`src/rtl/kis_consts.vh`:
```
`ifndef KIS_CONSTS_VH
`define KIS_CONSTS_VH

// Clock and timing
`define KIS_CLK_MHZ 200
`define KIS_HOLD_MS 50
`define KIS_HOLD_CYC (`KIS_HOLD_MS * 1000 * `KIS_CLK_MHZ)
`define KIS_SCAN_MS 50
`define KIS_SCAN_CYC (`KIS_SCAN_MS * 1000 * `KIS_CLK_MHZ)
`define KIS_STEP_CYC 4

// Bus code word fields
`define KIS_ENABLE_KEYS 4'h2
`define KIS_SEL_FIRST 4'hF
`define KIS_SEL_SWITCH 4'h7
`define KIS_SEL_HALF_BIT 2
`define KIS_SEL_GROUP_BIT 3
`define KIS_DATA_IDLE 4'hF

`endif

```
`src/rtl/kis_scanner.v`:
```
`timescale 1ns/100ps
`default_nettype none
`include "kis_consts.vh"

// Functional notes
// - Controller interrupt reacts to falling edges only, one per edge.
// - Accepted interrupt aborts measurement; cycle restarts after handling.
// - Detector drives interrupt line low while any key closed.
// - Interrupt stage held asserted at least 50 ms after key activity.
// - Interrupt starts key scan at once; key found before release.
// - Scan starts with enable 2 and select F, first row.
// - Low select bits pick output; bit2 picks half; enable gates both.
// - Row outputs open-collector; only the selected row pulled low.
// - Select bit3 high enables first column group readback only.
// - Selected gates pass columns uninverted; bit3 low reads second group.
// - Idle columns read F; highest numbered decoded bit has priority.
// - Rows step down; at select 7 second column group is read.
// - Rescan until 50 ms, then resume; always start new cycle.
module kis_scanner #(
   parameter HOLD_CYC = `KIS_HOLD_CYC,
   parameter SCAN_CYC = `KIS_SCAN_CYC,
   parameter ROWS = 8,
   parameter COLS = 8
) (
   // Clock and reset
   input wire core_clk,
   input wire sys_rst,
   // Key matrix
   input wire [COLS-1:0] col_in,
   output reg [ROWS-1:0] row_out_ff,
   output reg [ROWS-1:0] row_oe_ff,
   // Detector line and bus code word
   output reg external_interrupt_line_ff,
   output reg [3:0] bus_enable_ff,
   output reg [3:0] bus_select_ff,
   output reg [3:0] bus_data_ff,
   // Controller status
   output reg meas_abort_ff,
   output reg cycle_restart_ff,
   output reg key_valid_ff,
   output reg [5:0] key_code_ff,
   output reg scanning_ff
);

   localparam ST_IDLE = 2'b00;
   localparam ST_STEP = 2'b01;
   localparam ST_READ = 2'b10;
   localparam ST_DONE = 2'b11;
   // Last settle cycle, compared at full width to avoid truncation
   localparam [31:0] STEP_LAST = `KIS_STEP_CYC - 1;

   wire any_key;
   wire int_n;
   reg int_n_d_ff;
   reg [1:0] state_ff;
   reg [31:0] scan_cnt_ff;
   reg [2:0] step_cnt_ff;
   reg [3:0] d_lines;
   integer i;

   // Row decode: select bits 1:0 pick output, bit 2 picks half
   function [ROWS-1:0] row_decode;
      input [3:0] en;
      input [3:0] sel;
      begin
         row_decode = {ROWS{1'b0}};
         if (en == `KIS_ENABLE_KEYS) begin
            row_decode[{~sel[`KIS_SEL_HALF_BIT], sel[1:0]}] = 1'b1;
         end
      end
   endfunction

   // Key sense: selected row low makes closed column low
   assign any_key = |(~col_in) | 1'b0;

   kis_detector #(
      .HOLD_CYC(HOLD_CYC)
   ) u_det (
      .core_clk(core_clk),
      .sys_rst(sys_rst),
      .any_key(any_key),
      .int_drive_n_ff(int_n)
   );

   // Readback gates: columns pass uninverted, select bit 3 picks low or high group
   always @* begin
      for (i = 0; i < 4; i = i + 1) begin
         if (bus_select_ff[`KIS_SEL_GROUP_BIT]) begin
            d_lines[i] = ~(~col_in[i]);
         end else begin
            d_lines[i] = ~(~col_in[i+4]);
         end
      end
   end

   always @(posedge core_clk) begin
      if (sys_rst) begin
         int_n_d_ff <= 1'b1;
         state_ff <= ST_IDLE;
         scan_cnt_ff <= 32'h00000000;
         step_cnt_ff <= 3'h0;
         row_out_ff <= {ROWS{1'b0}};
         row_oe_ff <= {ROWS{1'b0}};
         external_interrupt_line_ff <= 1'b1;
         bus_enable_ff <= 4'h0;
         bus_select_ff <= 4'h0;
         bus_data_ff <= `KIS_DATA_IDLE;
         meas_abort_ff <= 1'b0;
         cycle_restart_ff <= 1'b0;
         key_valid_ff <= 1'b0;
         key_code_ff <= 6'h00;
         scanning_ff <= 1'b0;
      end else begin
         int_n_d_ff <= int_n;
         external_interrupt_line_ff <= int_n;
         meas_abort_ff <= 1'b0;
         cycle_restart_ff <= 1'b0;
         key_valid_ff <= 1'b0;
         row_out_ff <= {ROWS{1'b0}};
         row_oe_ff <= row_decode(bus_enable_ff, bus_select_ff);
         bus_data_ff <= d_lines;
         case (state_ff)
            ST_IDLE: begin
               // Falling edge only; a stuck low line fires once
               if (int_n_d_ff && !int_n) begin
                  meas_abort_ff <= 1'b1;
                  bus_enable_ff <= `KIS_ENABLE_KEYS;
                  bus_select_ff <= `KIS_SEL_FIRST;
                  scan_cnt_ff <= 32'h00000000;
                  step_cnt_ff <= 3'h0;
                  scanning_ff <= 1'b1;
                  state_ff <= ST_STEP;
               end
            end
            ST_STEP: begin
               // Wait for row and gates to settle
               scan_cnt_ff <= scan_cnt_ff + 32'h00000001;
               step_cnt_ff <= step_cnt_ff + 3'h1;
               if ({29'h00000000, step_cnt_ff} == STEP_LAST) begin
                  state_ff <= ST_READ;
               end
            end
            ST_READ: begin
               scan_cnt_ff <= scan_cnt_ff + 32'h00000001;
               step_cnt_ff <= 3'h0;
               if (d_lines != `KIS_DATA_IDLE) begin
                  key_valid_ff <= 1'b1;
                  key_code_ff[5:2] <= bus_select_ff;
                  // Highest decoded bit wins
                  if (!d_lines[3]) key_code_ff[1:0] <= 2'd3;
                  else if (!d_lines[2]) key_code_ff[1:0] <= 2'd2;
                  else if (!d_lines[1]) key_code_ff[1:0] <= 2'd1;
                  else key_code_ff[1:0] <= 2'd0;
                  state_ff <= ST_DONE;
               end else if (scan_cnt_ff >= SCAN_CYC) begin
                  state_ff <= ST_DONE;
               end else begin
                  // Step rows F..8; at 7 switch group and restart rows
                  if (bus_select_ff == 4'h0) begin
                     bus_select_ff <= `KIS_SEL_FIRST;
                  end else begin
                     bus_select_ff <= bus_select_ff - 4'h1;
                  end
                  state_ff <= ST_STEP;
               end
            end
            ST_DONE: begin
               bus_enable_ff <= 4'h0;
               scanning_ff <= 1'b0;
               cycle_restart_ff <= 1'b1;
               state_ff <= ST_IDLE;
            end
            default: state_ff <= ST_IDLE;
         endcase
      end
   end

endmodule
`default_nettype wire

```
`src/rtl/kis_detector.v`:
```
`timescale 1ns/100ps
`default_nettype none
`include "kis_consts.vh"

module kis_detector #(
   parameter HOLD_CYC = `KIS_HOLD_CYC
) (
   // Clock and reset
   input wire core_clk,
   input wire sys_rst,
   // Key activity
   input wire any_key,
   // Interrupt stage, active low
   output reg int_drive_n_ff
);

   reg [31:0] hold_cnt_ff;
   reg [31:0] nxt_hold_cnt;

   always @* begin
      nxt_hold_cnt = hold_cnt_ff;
      if (any_key) begin
         nxt_hold_cnt = HOLD_CYC;
      end else if (hold_cnt_ff != 32'h00000000) begin
         nxt_hold_cnt = hold_cnt_ff - 32'h00000001;
      end
   end

   always @(posedge core_clk) begin
      if (sys_rst) begin
         hold_cnt_ff <= 32'h00000000;
         int_drive_n_ff <= 1'b1;
      end else begin
         hold_cnt_ff <= nxt_hold_cnt;
         // Low while any key closed or hold running
         int_drive_n_ff <= ~(any_key | (nxt_hold_cnt != 32'h00000000));
      end
   end

endmodule
`default_nettype wire

```
`config.mk`:
```
export PLATFORM = sky130hd
export DESIGN_NAME = kis_scanner
export DESIGN_NICKNAME = d
export VERILOG_FILES = /design/src/rtl/kis_scanner.v /design/src/rtl/kis_detector.v
export VERILOG_INCLUDE_DIRS = /design/src /design/src/rtl
export SDC_FILE = /design/constraint.sdc
export NUM_CORES = 1
export LEC_CHECK = 0
export ABC_AREA = 1
export BUFFER_PORTS_ARGS = -buffer_cell sky130_fd_sc_hd__buf_4
export CAP_MARGIN = 20
export CORE_ASPECT_RATIO = 1.75
export CORE_MARGIN = 5
export CORE_UTILIZATION = 50
export CTS_CLUSTER_DIAMETER = 150
export DETAILED_ROUTE_END_ITERATION = 16
export GPL_ROUTABILITY_DRIVEN = 0
export PLACE_DENSITY_LB_ADDON = 0.2
export SYNTH_ARGS = -nofsm -noshare
export SYNTH_HDL_FRONTEND = slang
export SYNTH_SLANG_ARGS = --single-unit
```
`constraint.sdc`:
```
create_clock -name core_clk -period 2 [get_ports core_clk]
set_input_delay 0.1 -clock core_clk [delete_from_list [all_inputs] [get_ports core_clk]]
set_output_delay 0.1 -clock core_clk [all_outputs]
set_load 0.03 [all_outputs]
```
==> flow_metrics.env <==
export IMPL_placed_area_mm2=0.00577
export IMPL_fill_cells=893
export IMPL_grtUsageTotal=0.235
export IMPL_hpwl_um=11100
export IMPL_drive_gt1_frac=0.267
export IMPL_path_max_fanout=3
export IMPL_whs_path_depth=5
export IMPL_pwr_density_cell_mw_per_mm2=865
export IMPL_holdPathEnd="bus_data_ff[1]"
export IMPL_dp_cells=943
export IMPL_ir_drop_v=0.000547
export IMPL_r2r_end="u_det.int_drive_n_ff"
export IMPL_cts_clk_slew_worst_paths_ns=0.08
export IMPL_drtIter0Drc=294
export IMPL_max_stage_delay_ns=0.36
export IMPL_vias_per_cell=5.59
export IMPL_num_vias=5483
export IMPL_reg2regPathDepth=14
export IMPL_wl_per_cell_um=16.1
export IMPL_worstPathRequired_ns=2.29
export IMPL_crit_slowest_cell="dfxtp_1"
export IMPL_area_growth_syn_to_layout_pct=30.3
export IMPL_grt_antenna_before_repair=0
export IMPL_status="completed"
export IMPL_fp_dieH_um=144
export IMPL_synthCells=753
export IMPL_fmaxAchievable_mhz=504
export IMPL_grt_max_degree=47
export IMPL_fp_dieW_um=86.5
export IMPL_cts_tree="built"
export IMPL_ant_nets=0
export IMPL_antennaDiodeCount=0
export IMPL_synth_seq_cells=97
export IMPL_instances_no_fill=981
export IMPL_numCtsBuffers=9
export IMPL_grt_pass1_wl_um=23300
export IMPL_finClkSkew_ns=0.0145
export IMPL_crit_path_end_kind="flop"
export IMPL_num_rows=49
export IMPL_slew_headroom=0.633
export IMPL_rr_startpoint="u_det.hold_cnt_ff[23]"
export IMPL_crit_path_cell_trace="nor2_1 -> nand2_2 -> nor2_4 -> nand2_2 -> nor2_4 -> buf_12 -> buf_6 -> buf_4 -> nor2_1 -> nand2_1 -> nand4_1 -> nor2_2 -> nand3_1 -> nand2_1"
export IMPL_crit_buf_inv=3
export IMPL_finalSetupViolations=0
export IMPL_dr_pass1_iters=5
export IMPL_min_from="col_in[5]"
export IMPL_synthTopCellsByArea="dfxtp_1 38%, nand2_1 12%, nor2_1 8.4%, inv_1 6.2%, nand3_1 5.9%"
export IMPL_yosysWarnings=0
export IMPL_synth_edf_count=0
export IMPL_start_kind="flop"
export IMPL_synthFlopType="dfxtp_1"
export IMPL_cts_root_buf="clkbuf_16"
export IMPL_io_buffer_count=37
export IMPL_drt_wl_total_um=15800
export IMPL_timing_final_crit_share=0.992
export IMPL_clk_insertion_delay_late_ns=0.35
export IMPL_htree_levels=3
export IMPL_syn_cell_area_mm2=0.00512
export IMPL_drv_slew=0
export IMPL_async_flop_share=0
export IMPL_maxCapViolations=0
export IMPL_grt_pass1_vias=5230
export IMPL_initial_utilization=0.503
export IMPL_core_area_mm2=0.0102
export IMPL_grt_overflow_total=0
export IMPL_fin_area_mm2=0.00667
export IMPL_rsz0062_at_grt="true"
export IMPL_cts_buffer_depth=2
export IMPL_arrival_ns=2.28
export IMPL_yosysTopAreaCellShare=0.379
export IMPL_io_pins=49
export IMPL_cts_sinks=97
export IMPL_drcViolationCount=0
export IMPL_nets=872
export IMPL_synth_distinct_cells=41
export IMPL_r2r_setup_slack_ns=0.02
export IMPL_leakagePower_nw=2.99
export IMPL_worst_pin_slew_ns=0.549
export IMPL_crit_type="reg2reg"
export IMPL_die_area_mm2=0.0124
export IMPL_synth_seq_area_share=0.379
export IMPL_synth_top_cell_by_area="dfxtp_1"
export IMPL_crit_family="simple AND/OR/NAND/NOR gates"
export IMPL_period_needed_ns=1.98
export IMPL_fin_util=0.655
export IMPL_syn_avg_cell_area_um2=6.80
export IMPL_hp_class="in2reg"
export IMPL_timing_final_hold_violations=0
## power breakdown
| group | total [W] | switching [W] | internal [W] |
|---|---|---|---|
| logic | 0.00170 | 0.00107 | 0.000635 |
| registers | 0.00223 | 0.000139 | 0.00209 |
| clock network | 0.00184 | 0.000833 | 0.00101 |
| total | 0.00577 | 0.00204 | 0.00373 |
## synth_stat cells, drive strengths merged (2+ instances only)
master,instances
a211oi,5
a21boi,2
a21oi,51
a31oi,2
and3,2
buf,18
clkbuf,8
clkinv,3
dfxtp,97
ha,13
inv,86
nand2,165
nand3,62
nand3b,3
nand4,20
nor2,131
nor3,21
nor4,6
o21a,4
o21ai,33
xnor2,5
xor2,9
## registers in the layout, indices dropped and copies added (netlist names)
register              cells
scan_cnt_ff              32
u_det.hold_cnt_ff        32
row_oe_ff                 8
key_code_ff               6
bus_data_ff               4
bus_select_ff             4
step_cnt_ff               3
state_ff                  2
cycle_restart_ff          1
int_n_d_ff                1
key_valid_ff              1
meas_abort_ff             1
scanning_ff               1
u_det.int_drive_n_ff      1
## metrics by stage
| stage | total power (W) | hold WS, ns | setup slack [ns] | TNS (ns) |
|---|---|---|---|---|
| 2_1_floorplan | 0.00325 | 0.231 | 0.0797 | 0 |
| 3_3_place_gp | 0.00374 | 0.346 | -0.0840 | -0.0840 |
| 3_5_place_dp | 0.00379 | 0.343 | -0.128 | -0.412 |
| 4_1_cts | 0.00575 | 0.0501 | -0.00938 | -0.0127 |
| 5_1_grt | 0.00606 | 0.0888 | -0.0961 | -0.386 |
| 6_report | 0.00577 | 0.0614 | 0.0167 | 0 |
## layout make-up
class	instances	area (um^2)	area share
Sequential cell	97	1960	0.294
Multi-Input combinational cell	551	3080	0.461
Clock inverter	7	92.6	0.0139
Inverter	89	349	0.0523
Tap cell	127	159	0.0238
Timing Repair Buffer	99	785	0.118
Clock buffer	9	225	0.0338
Timing Repair inverter	2	25.0	0.00375
## worst register-to-register path: cells and delay by family, from the launching register on
family,cells,cell delay (ns)
buffers and inverters,3,0.34
DFF,1,0.36
and+or+nand+nor,11,1.23
## how the worst max path moves through the flow
| stage | from | endpoint | slack (ns) | depth (start not counted) |
|---|---|---|---|---|
| 2_1_floorplan | state_ff[1] | scan_cnt_ff[29] | 0.08 | 13 |
| 3_3_place_gp | u_det.hold_cnt_ff[0] | u_det.int_drive_n_ff | -0.08 | 14 |
| 3_5_place_dp | u_det.hold_cnt_ff[0] | u_det.int_drive_n_ff | -0.13 | 14 |
| 4_1_cts | state_ff[0] | scan_cnt_ff[30] | -0.009 | 11 |
| 5_1_grt | state_ff[0] | scan_cnt_ff[29] | -0.1 | 14 |
| 6_report | u_det.hold_cnt_ff[23] | u_det.int_drive_n_ff | 0.02 | 14 |
## repair_timing
item,CTS,global route
pin swaps,11,38
endpoints found under the setup margin,11,16
hold buffers,2,0
hold endpoints to repair,1,0
gates cloned,0,2
gates resized for setup,24,98
setup buffers,5,13
## logic make-up after synthesis
logic type | after synthesis | synth area share
AOI/OAI and AO/OA | 100 | 0.105
and+or+nand+nor | 413 | 0.362
DFF | 97 | 0.379
adders and majority gates | 13 | 0.0318
buffers and inverters | 115 | 0.0968
other | 1 | 0.000732
xor gates and xnor gates | 14 | 0.0239
## routing by layer
metal  part of all wire  global-route usage
met1               0.33               0.216
met3              0.040              0.0396
met5                  0                   0
met4              0.074               0.163
met2               0.56               0.454
## cell usage in the layout (no fill, tap or decap), types with 11 or more instances in the layout
cell     instances
dfxtp_1         86
o21ai_0         28
conb_1          11
nand3_1         50
nand2_2         21
nor3_1          17
inv_1           77
nor2_4          17
nand2_1        137
buf_4           92
nor2_1          91
nand4_1         20
nor2_2          23
a21oi_1         51
(Power assumes the default switching activity.)
